$ cat config.mk
export PLATFORM = sky130hd
export DESIGN_NAME = hpfc_top
export DESIGN_NICKNAME = d
export VERILOG_FILES = /design/src/logic/hpfc_pkg.sv /design/src/logic/hpfc_top.sv /design/src/logic/hpfc_resolve.sv
export SDC_FILE = /design/constraint.sdc
export NUM_CORES = 1
export LEC_CHECK = 0
export BUFFER_PORTS_ARGS = -buffer_cell sky130_fd_sc_hd__buf_2
export CAP_MARGIN = 10
export CORE_MARGIN = 2
export CORE_UTILIZATION = 30
export CTS_BUF_LIST = sky130_fd_sc_hd__clkbuf_8
export CTS_CLUSTER_DIAMETER = 200
export DETAILED_ROUTE_END_ITERATION = 6
export SYNTH_ARGS = -nofsm -noshare
export SYNTH_HDL_FRONTEND = slang
export SYNTH_HIERARCHICAL = 1
export SYNTH_SLANG_ARGS = --single-unit
$ cat constraint.sdc
create_clock -name SYS_CLK_I -period 1.75 [get_ports SYS_CLK_I]
set_clock_uncertainty 0.1 [all_clocks]
set_input_delay 0.175 -clock SYS_CLK_I [delete_from_list [all_inputs] [get_ports SYS_CLK_I]]
set_output_delay 0.175 -clock SYS_CLK_I [all_outputs]
set_load 0.01 [all_outputs]
$ cat src/logic/hpfc_pkg.sv
// package for the host port pause control register block
// assumes a 32-bit apb slave on the system clock
package hpfc_pkg;

  // register map
  localparam logic [11:0] HPFC_PAUSE_CTRL_OFFSET = 12'h1a8;
  localparam int          HPFC_ADDR_W            = 12;

  // field positions
  localparam int HPFC_OVERRIDE_BIT = 0;
  localparam int HPFC_TX_ON_BIT    = 1;
  localparam int HPFC_RX_ON_BIT    = 2;
  localparam int HPFC_TX_ACT_BIT   = 3;
  localparam int HPFC_RX_ACT_BIT   = 4;
  localparam int HPFC_DUPLEX_BIT   = 5;
  localparam int HPFC_BP_BIT       = 6;
  localparam int HPFC_HWIRED_BIT   = 7;

  // values after reset
  localparam logic       HPFC_HWIRED_RESET = 1'b0;

  // cycles after reset release before the straps are taken
  localparam logic [1:0] HPFC_STRAP_WAIT   = 2'h2;
  localparam logic [31:0] HPFC_ZERO_WORD   = 32'h0000_0000;

  // strap bundle, as latched at reset or rewritten by the loader
  typedef struct packed {
    logic backpressure;
    logic full_duplex_pause;
    logic pause_override;
  } hpfc_strap_t;

  // live link state reported by the port logic
  typedef struct packed {
    logic half_duplex;
    logic vphy_an_enable;
    logic an_rx_pause;
    logic an_tx_pause;
  } hpfc_link_t;

  // effective pause settings
  typedef struct packed {
    logic half_duplex;
    logic rx_pause;
    logic tx_pause;
  } hpfc_status_t;

endpackage

$ cat src/logic/hpfc_top.sv
// host port pause control register and its output steering
// assumes an apb master on SYS_CLK_I, straps and loader on pins or other clocks
//
// The APB interface to the registers is this design's own decision.
`timescale 1ns/1ps

module hpfc_top (
  // clock and reset
  input  wire logic                                SYS_CLK_I,
  input  wire logic                                SYS_RST_I,
  // apb slave
  input  wire logic                                PSEL_I,
  input  wire logic                                PENABLE_I,
  input  wire logic                                PWRITE_I,
  input  wire logic [hpfc_pkg::HPFC_ADDR_W-1:0]    PADDR_I,
  input  wire logic [31:0]                         PWDATA_I,
  input  wire logic [3:0]                          PSTRB_I,
  output logic      [31:0]                         PRDATA_O,
  output logic                                     PREADY_O,
  output logic                                     PSLVERR_O,
  // straps and loader
  input  wire hpfc_pkg::hpfc_strap_t               STRAP_I,
  input  wire hpfc_pkg::hpfc_strap_t               LOADER_STRAP_I,
  input  wire logic                                LOADER_WRITE_I,
  // link state from the port logic
  input  wire hpfc_pkg::hpfc_link_t                LINK_I,
  // fifo levels
  input  wire logic                                HOST_RX_FIFO_LEVEL_I,
  input  wire logic                                SWITCH_RX_FIFO_LEVEL_I,
  // port controls
  output logic                                     SWITCH_TX_FIFO_PAUSE_O,
  output logic                                     HOST_TX_FIFO_PAUSE_O,
  output logic                                     BACKPRESSURE_EN_O,
  output logic                                     RX_PAUSE_EN_O,
  output logic                                     TX_PAUSE_EN_O
);

  // ---------------------------------------------------------------
  // input synchronisers
  // ---------------------------------------------------------------
  // straps, loader and link come from outside the clock domain
  localparam int SYNC_W = 3 + 3 + 1 + 4 + 2;

  logic [SYNC_W-1:0] sync_raw;
  logic [SYNC_W-1:0] sync_meta_reg;
  logic [SYNC_W-1:0] sync_out_reg;

  assign sync_raw = {STRAP_I, LOADER_STRAP_I, LOADER_WRITE_I, LINK_I,
                     HOST_RX_FIFO_LEVEL_I, SWITCH_RX_FIFO_LEVEL_I};

  always_ff @(posedge SYS_CLK_I) begin
    if (SYS_RST_I) begin
      sync_meta_reg <= '0;
      sync_out_reg  <= '0;
    end else begin
      sync_meta_reg <= sync_raw;
      sync_out_reg  <= sync_meta_reg;
    end
  end

  hpfc_pkg::hpfc_strap_t strap_s;
  hpfc_pkg::hpfc_strap_t loader_s;
  logic                  loader_wr_s;
  hpfc_pkg::hpfc_link_t  link_s;
  logic                  host_rx_lvl_s;
  logic                  sw_rx_lvl_s;

  assign {strap_s, loader_s, loader_wr_s, link_s, host_rx_lvl_s, sw_rx_lvl_s} = sync_out_reg;

  // ---------------------------------------------------------------
  // strap capture
  // ---------------------------------------------------------------
  // the strap is caught a few cycles after release, once the synchroniser
  // has filled; reset itself only loads constants
  localparam logic [1:0] STRAP_WAIT = hpfc_pkg::HPFC_STRAP_WAIT;

  logic [1:0] strap_wait_reg;
  logic       strap_take;
  logic       loader_wr_d_reg;
  logic       loader_take;

  always_ff @(posedge SYS_CLK_I) begin
    if (SYS_RST_I) begin
      strap_wait_reg <= '0;
    end else if (strap_wait_reg != STRAP_WAIT + 2'h1) begin
      strap_wait_reg <= strap_wait_reg + 2'h1;
    end
  end

  assign strap_take = (strap_wait_reg == STRAP_WAIT);

  always_ff @(posedge SYS_CLK_I) begin
    if (SYS_RST_I) begin
      loader_wr_d_reg <= 1'b0;
    end else begin
      loader_wr_d_reg <= loader_wr_s;
    end
  end

  // a rising edge of the synchronised loader strobe reloads the defaults
  assign loader_take = loader_wr_s && !loader_wr_d_reg;

  // ---------------------------------------------------------------
  // apb decode
  // ---------------------------------------------------------------
  logic addr_hit;
  logic wr_access;
  logic wr_lane0;

  assign addr_hit  = (PADDR_I[hpfc_pkg::HPFC_ADDR_W-1:2] ==
                      hpfc_pkg::HPFC_PAUSE_CTRL_OFFSET[hpfc_pkg::HPFC_ADDR_W-1:2]);
  assign wr_access = PSEL_I && PENABLE_I && PREADY_O && PWRITE_I && addr_hit;
  // every writable bit sits in byte lane 0
  assign wr_lane0  = wr_access && PSTRB_I[0];

  // ---------------------------------------------------------------
  // writable fields
  // ---------------------------------------------------------------
  logic hardwired_fifo_pause_link_reg;
  logic host_port_backpressure_on_reg;
  logic host_port_rx_pause_on_reg;
  logic host_port_tx_pause_on_reg;
  logic host_port_pause_override_reg;

  always_ff @(posedge SYS_CLK_I) begin
    if (SYS_RST_I) begin
      hardwired_fifo_pause_link_reg <= hpfc_pkg::HPFC_HWIRED_RESET;
    end else if (wr_lane0) begin
      hardwired_fifo_pause_link_reg <= PWDATA_I[hpfc_pkg::HPFC_HWIRED_BIT];
    end
  end

  // loader and strap loads win over a software write in the same cycle,
  // since they define the defaults the software expects to overwrite later
  always_ff @(posedge SYS_CLK_I) begin
    if (SYS_RST_I) begin
      host_port_backpressure_on_reg <= 1'b0;
      host_port_rx_pause_on_reg     <= 1'b0;
      host_port_tx_pause_on_reg     <= 1'b0;
      host_port_pause_override_reg  <= 1'b0;
    end else if (strap_take) begin
      host_port_backpressure_on_reg <= strap_s.backpressure;
      host_port_rx_pause_on_reg     <= strap_s.full_duplex_pause;
      host_port_tx_pause_on_reg     <= strap_s.full_duplex_pause;
      host_port_pause_override_reg  <= strap_s.pause_override;
    end else if (loader_take) begin
      host_port_backpressure_on_reg <= loader_s.backpressure;
      host_port_rx_pause_on_reg     <= loader_s.full_duplex_pause;
      host_port_tx_pause_on_reg     <= loader_s.full_duplex_pause;
      host_port_pause_override_reg  <= loader_s.pause_override;
    end else if (wr_lane0) begin
      host_port_backpressure_on_reg <= PWDATA_I[hpfc_pkg::HPFC_BP_BIT];
      host_port_rx_pause_on_reg     <= PWDATA_I[hpfc_pkg::HPFC_RX_ON_BIT];
      host_port_tx_pause_on_reg     <= PWDATA_I[hpfc_pkg::HPFC_TX_ON_BIT];
      host_port_pause_override_reg  <= PWDATA_I[hpfc_pkg::HPFC_OVERRIDE_BIT];
    end
  end

  // ---------------------------------------------------------------
  // effective settings
  // ---------------------------------------------------------------
  // the advertisement register lives elsewhere and has no write path here
  hpfc_pkg::hpfc_status_t status_now;

  hpfc_resolve u_resolve (
    .override_i (host_port_pause_override_reg),
    .rx_on_i    (host_port_rx_pause_on_reg),
    .tx_on_i    (host_port_tx_pause_on_reg),
    .link_i     (link_s),
    .status_o   (status_now)
  );

  // status is registered; before the straps are taken it is derived from the
  // reset field values and the link, afterwards it follows the strap load, software and loader writes and link
  hpfc_pkg::hpfc_status_t status_reg;

  always_ff @(posedge SYS_CLK_I) begin
    if (SYS_RST_I) begin
      status_reg <= '0;
    end else begin
      status_reg <= status_now;
    end
  end

  // ---------------------------------------------------------------
  // port controls
  // ---------------------------------------------------------------
  always_ff @(posedge SYS_CLK_I) begin
    if (SYS_RST_I) begin
      SWITCH_TX_FIFO_PAUSE_O <= 1'b0;
      HOST_TX_FIFO_PAUSE_O   <= 1'b0;
    end else begin
      SWITCH_TX_FIFO_PAUSE_O <= hardwired_fifo_pause_link_reg && host_rx_lvl_s;
      HOST_TX_FIFO_PAUSE_O   <= hardwired_fifo_pause_link_reg && sw_rx_lvl_s;
    end
  end

  // the controls assume software obeyed the hard-wired setup order
  always_ff @(posedge SYS_CLK_I) begin
    if (SYS_RST_I) begin
      BACKPRESSURE_EN_O <= 1'b0;
      RX_PAUSE_EN_O     <= 1'b0;
      TX_PAUSE_EN_O     <= 1'b0;
    end else begin
      BACKPRESSURE_EN_O <= host_port_backpressure_on_reg && link_s.half_duplex;
      RX_PAUSE_EN_O     <= status_now.rx_pause;
      TX_PAUSE_EN_O     <= status_now.tx_pause;
    end
  end

  // ---------------------------------------------------------------
  // apb response
  // ---------------------------------------------------------------
  // no wait state: ready rises in the first access cycle
  logic [31:0] read_word;

  always_comb begin
    read_word = hpfc_pkg::HPFC_ZERO_WORD;
    read_word[hpfc_pkg::HPFC_HWIRED_BIT]   = hardwired_fifo_pause_link_reg;
    read_word[hpfc_pkg::HPFC_BP_BIT]       = host_port_backpressure_on_reg;
    read_word[hpfc_pkg::HPFC_DUPLEX_BIT]   = status_reg.half_duplex;
    read_word[hpfc_pkg::HPFC_RX_ACT_BIT]   = status_reg.rx_pause;
    read_word[hpfc_pkg::HPFC_TX_ACT_BIT]   = status_reg.tx_pause;
    read_word[hpfc_pkg::HPFC_RX_ON_BIT]    = host_port_rx_pause_on_reg;
    read_word[hpfc_pkg::HPFC_TX_ON_BIT]    = host_port_tx_pause_on_reg;
    read_word[hpfc_pkg::HPFC_OVERRIDE_BIT] = host_port_pause_override_reg;
  end

  always_ff @(posedge SYS_CLK_I) begin
    if (SYS_RST_I) begin
      PREADY_O  <= 1'b0;
      PSLVERR_O <= 1'b0;
      PRDATA_O  <= hpfc_pkg::HPFC_ZERO_WORD;
    end else if (PSEL_I && !PENABLE_I) begin
      PREADY_O  <= 1'b1;
      PSLVERR_O <= !addr_hit;
      PRDATA_O  <= (!PWRITE_I && addr_hit) ? read_word : hpfc_pkg::HPFC_ZERO_WORD;
    end else begin
      PREADY_O  <= 1'b0;
      PSLVERR_O <= 1'b0;
      PRDATA_O  <= hpfc_pkg::HPFC_ZERO_WORD;
    end
  end

  // ---------------------------------------------------------------
  // checks
  // ---------------------------------------------------------------
  chk_hwired_link : assert property (
    @(posedge SYS_CLK_I) disable iff (SYS_RST_I)
    !hardwired_fifo_pause_link_reg |=> !SWITCH_TX_FIFO_PAUSE_O && !HOST_TX_FIFO_PAUSE_O)
    else $error("fifo pause driven while hard-wired mode off");

  chk_bp_gate : assert property (
    @(posedge SYS_CLK_I) disable iff (SYS_RST_I)
    BACKPRESSURE_EN_O |-> $past(host_port_backpressure_on_reg))
    else $error("backpressure without enable");

  chk_duplex_read : assert property (
    @(posedge SYS_CLK_I) disable iff (SYS_RST_I)
    $rose(link_s.half_duplex) |=> ##1 status_reg.half_duplex)
    else $error("duplex status did not follow link");

  chk_rx_half_off : assert property (
    @(posedge SYS_CLK_I) disable iff (SYS_RST_I)
    link_s.half_duplex |=> !RX_PAUSE_EN_O && !TX_PAUSE_EN_O)
    else $error("pause active in half duplex");

  chk_manual_rx : assert property (
    @(posedge SYS_CLK_I) disable iff (SYS_RST_I)
    (!link_s.half_duplex && !link_s.vphy_an_enable)
      |=> RX_PAUSE_EN_O == $past(host_port_rx_pause_on_reg))
    else $error("manual rx pause not applied");

  chk_manual_tx : assert property (
    @(posedge SYS_CLK_I) disable iff (SYS_RST_I)
    (!link_s.half_duplex && host_port_pause_override_reg)
      |=> TX_PAUSE_EN_O == $past(host_port_tx_pause_on_reg))
    else $error("override tx pause not applied");

  chk_an_select : assert property (
    @(posedge SYS_CLK_I) disable iff (SYS_RST_I)
    (!link_s.half_duplex && link_s.vphy_an_enable && !host_port_pause_override_reg)
      |=> RX_PAUSE_EN_O == $past(link_s.an_rx_pause))
    else $error("negotiated pause not applied");

  chk_strap_load : assert property (
    @(posedge SYS_CLK_I) disable iff (SYS_RST_I)
    loader_take && !strap_take |=> host_port_pause_override_reg == $past(loader_s.pause_override))
    else $error("loader strap not taken");

  chk_reserved_zero : assert property (
    @(posedge SYS_CLK_I) disable iff (SYS_RST_I)
    PREADY_O |-> PRDATA_O[31:8] == 24'h000000)
    else $error("reserved bits read nonzero");

  chk_hwired_on : assert property (
    @(posedge SYS_CLK_I) disable iff (SYS_RST_I)
    hardwired_fifo_pause_link_reg
      |=> SWITCH_TX_FIFO_PAUSE_O == $past(host_rx_lvl_s)
          && HOST_TX_FIFO_PAUSE_O == $past(sw_rx_lvl_s))
    else $error("fifo levels not linked in hard-wired mode");

  chk_bp_duplex : assert property (
    @(posedge SYS_CLK_I) disable iff (SYS_RST_I)
    host_port_backpressure_on_reg && link_s.half_duplex |=> BACKPRESSURE_EN_O)
    else $error("backpressure missing in half duplex");

  chk_status_rx : assert property (
    @(posedge SYS_CLK_I) disable iff (SYS_RST_I)
    (!link_s.half_duplex && host_port_pause_override_reg)
      |=> status_reg.rx_pause == $past(host_port_rx_pause_on_reg))
    else $error("rx pause status wrong under override");

  chk_status_tx : assert property (
    @(posedge SYS_CLK_I) disable iff (SYS_RST_I)
    (!link_s.half_duplex && link_s.vphy_an_enable && !host_port_pause_override_reg)
      |=> status_reg.tx_pause == $past(link_s.an_tx_pause))
    else $error("tx pause status wrong under negotiation");

  chk_an_off_tx : assert property (
    @(posedge SYS_CLK_I) disable iff (SYS_RST_I)
    (!link_s.half_duplex && !link_s.vphy_an_enable)
      |=> TX_PAUSE_EN_O == $past(host_port_tx_pause_on_reg))
    else $error("manual tx pause not applied");

  chk_strap_take : assert property (
    @(posedge SYS_CLK_I) disable iff (SYS_RST_I)
    strap_take
      |=> host_port_backpressure_on_reg == $past(strap_s.backpressure)
          && host_port_tx_pause_on_reg == $past(strap_s.full_duplex_pause))
    else $error("reset strap not taken");

  chk_lane_strobe : assert property (
    @(posedge SYS_CLK_I) disable iff (SYS_RST_I)
    wr_access && !PSTRB_I[0] && !strap_take && !loader_take
      |=> $stable(hardwired_fifo_pause_link_reg) && $stable(host_port_backpressure_on_reg))
    else $error("write without lane 0 strobe changed a field");

  chk_unmapped_err : assert property (
    @(posedge SYS_CLK_I) disable iff (SYS_RST_I)
    PSEL_I && !PENABLE_I && !addr_hit |=> PSLVERR_O && PRDATA_O == hpfc_pkg::HPFC_ZERO_WORD)
    else $error("unmapped access not refused");

  chk_half_status : assert property (
    @(posedge SYS_CLK_I) disable iff (SYS_RST_I)
    link_s.half_duplex |=> status_reg.half_duplex && !status_reg.rx_pause && !status_reg.tx_pause)
    else $error("half duplex status wrong");

endmodule // hpfc_top

$ cat src/logic/hpfc_resolve.sv
// effective pause resolution for the host-facing switch port
// assumes all inputs are already on the system clock
`timescale 1ns/1ps

module hpfc_resolve (
  // settings
  input  wire logic                  override_i,
  input  wire logic                  rx_on_i,
  input  wire logic                  tx_on_i,
  // link
  input  wire hpfc_pkg::hpfc_link_t  link_i,
  // result
  output hpfc_pkg::hpfc_status_t     status_o
);

  logic use_manual;

  // manual bits rule when override is set or negotiation is off
  assign use_manual = override_i || !link_i.vphy_an_enable;

  always_comb begin
    status_o.half_duplex = link_i.half_duplex;
    if (link_i.half_duplex) begin
      // pause frames only exist in full duplex
      status_o.rx_pause = 1'b0;
      status_o.tx_pause = 1'b0;
    end else if (use_manual) begin
      status_o.rx_pause = rx_on_i;
      status_o.tx_pause = tx_on_i;
    end else begin
      status_o.rx_pause = link_i.an_rx_pause;
      status_o.tx_pause = link_i.an_tx_pause;
    end
  end

endmodule // hpfc_resolve

==> impl_metrics.csv <==
group,metric,value,unit
floorplanning,core,5960,um2
routing,drtPass1Iterations,4,
grt,grt.total_usage,9.71,%
critical_path,regToRegSetupSlack,0.25,ns
finish,num-nets-final,308,
clock_network,clk_pin_slew,0.08,ns
grt,antenna_found_initial,0,
synth,yosys_warnings,6,
floorplanning,die_area,6820,um2
grt,grt_max_degree,39,
finish,insertedDiodeCount,0,
critical_path,cp-start-kind,"primary input",
grt,grt_pass1_wl,4880,um
floorplanning,ios,105,
clock_network,cts_tree,"done",
critical_path,endpoint,"PREADY_O",
clock_network,cts_hold_buf,15,
grt,grt-ovfl-total,0,
finish,multi_input_area,724,um2
clock_network,cts.htree.levels,2,
timing,fin_crit_sh,91.5,%
placement,placed_area,2080,um2
finish,syn2layout_area_growth,26.1,%
grt,grt_pass1_vias,1165,
routing,routed_wl,3030,um
placement,dp_hpwl,2170,um
synth,yosysMostFrequentCell,"dfxtp_1",
placement,io_buffer_count,48,
pwr,power.density,971,nW/um2
timing,max_freq,624,MHz
finish,fill_cells,619,
finish,regArea,1000,um2
clock_network,numCtsBuffers,5,
flow_run,max_cap_violations,0,
critical_path,r2r-end,"host_port_rx_pause_on_reg",
routing,drt_iter0_markers,12,
critical_path,crit_required,1.89,ns
critical_path,critical_path.startpoint,"PENABLE_I",
synth,syn_inst,175,
status,run_status,"complete, no violations",
floorplanning,start_util,31.1,%
synth,synth_ff_type,"dfxtp_1",
critical_path,cp_common_cell,"dlygate4sd3_1",
timing,finalSetupTns,0,ns
clock_network,clockRootBuffer,"clkbuf_8",
pwr,ir_drop,330,uV
synth,synth.distinct_cells,32,
synth,yosysTopAreaCellShare,54.0,%
clock_network,cts_buffer_depth,2,
floorplanning,fp.dieH,82.6,um
synth,synthArstFlopShare,0,%
critical_path,crit_fanout,3,
synth,syn-cell-area,1850,um2
critical_path,cp-end-kind,"flop",
synth,synth.area.top_cells,"dfxtp_1, nor2b_1, buf_4",
timing,slew_viol_final,0,
critical_path,arrival,1.74,ns
placement,gp_congestion,0.771,
timing,period_minus_slack,1.60,ns
clock_network,cts.sinks,50,
routing,routed_via_density,3.96,
synth,synth_top_area_cell,"dfxtp_1",
critical_path,ff2ff_path_depth,6,
critical_path,r2r_start,"strap_wait_reg[0]",
critical_path,cp_cell_sequence,"dlygate4sd3_1 -> buf_2 -> nor3b_1 -> dlygate4sd3_1",
floorplanning,fp.dieW,82.6,um
finish,drive_above_1_share,28.2,%
clock_network,clock_latency,0.29,ns
worst_hold_path,hold_class,"primary input to flop",
synth,synth-edff-count,0,
critical_path,path_class,"primary input to flop",
synth,synth_common_cells,"dfxtp_1, nor2b_1, buf_4",
critical_path,slowest_delay,0.60,ns
clock_network,ctsResizeCount,0,
routing,antenna_left,0,
pwr,power.leakage,1.09,nW
timing,grt_setup_unrepaired,"no",
timing,setup_violations,0,
synth,avgSynthCellArea,10.6,um2
routing,vias,1251,
routing,routedWlPerCell,9.59,um
synth,synth_seq_cells,50,
clock_network,post-cts-setup-buffers,0,
finish,fin_area,2340,um2
synth,ys_seq_area_share,54.0,%
critical_path,cp_slowest_cell,"dlygate4sd3_1",
floorplanning,num_rows,28,
timing,finalHoldViolCount,0,
routing,route.detailed.drc,0,
## power breakdown
part | internal [W] | switching (W)
logic | 0.000133 | 0.000133
clock network | 0.000420 | 0.000353
registers | 0.00120 | 0.0000318
## metal layers
layer	global-route usage [%]	share of wire (%)	up-vias
met5	0	0	-
met4	7.54	3.4	0
met3	1.96	7.0	6
met2	17.2	49	51
met1	9.96	40	546
li1	-	-	648
## worst min-delay path by stage
| stage | start | endpoint | slack (ns) | cells past startpoint |
|---|---|---|---|---|
| floorplan | SYS_RST_I | PREADY_O | 0.16 | 1 |
| global placement | PENABLE_I | PREADY_O | 0.28 | 2 |
| detailed placement | PENABLE_I | PREADY_O | 0.27 | 2 |
| CTS | PWDATA_I[7] | hardwired_fifo_pause_link_reg | 0.01 | 3 |
| global route | PWDATA_I[7] | hardwired_fifo_pause_link_reg | 0.03 | 3 |
| finish | PWDATA_I[7] | hardwired_fifo_pause_link_reg | 0.03 | 3 |
## through the flow
step,hold WS [ns],util (%),cells,total power (W),setup slack (ns)
floorplan,0.165,-,198,0.00147,0.365
global placement,0.276,34.9,293,0.00149,0.283
detailed placement,0.273,34.9,293,0.00150,0.278
CTS,0.0139,39.2,316,0.00231,0.197
global route,0.0313,39.2,316,0.00240,0.0730
finish,0.0265,39.2,316,0.00227,0.148
## final cells by class
class                   instances  area share [%]
clock inverters                 3            1.71
inverters                       3           0.482
multi-input cells             116            31.0
repair buffers                 64            17.0
clock buffers                   5            2.94
flip-flops and latches         50            42.8
well taps                      75            4.01
## worst max-delay path: cells and delay by family
family / cells / cell delay (ns)
buffers and inverters: 3 / 1.25
and+or+nand+nor: 1 / 0.32
## kinds of logic after synthesis
family,count (synthesis),synth area share (%)
XOR/XNOR,1,0.473
buffers and inverters,32,11.5
adder cells (fa/ha/maj),2,1.35
flip-flops,50,54.0
other,1,0.202
AND/OR/NAND/NOR,76,26.7
AO/OA/AOI/OAI,13,5.67
## cell usage in the layout (no fill, tap or decap), types with 3 or more instances in the layout
cell and instances:
clkbuf_8 5, buf_2 48, a211oi_1 4, and3_1 4
nand2_1 3, nand4_1 3, nor2b_1 33, dfxtp_1 50
and2_1 10, nor2_1 7, conb_1 24, a21oi_1 4
inv_1 3, dlygate4sd3_1 15
Power figures use the tool's default switching activity.
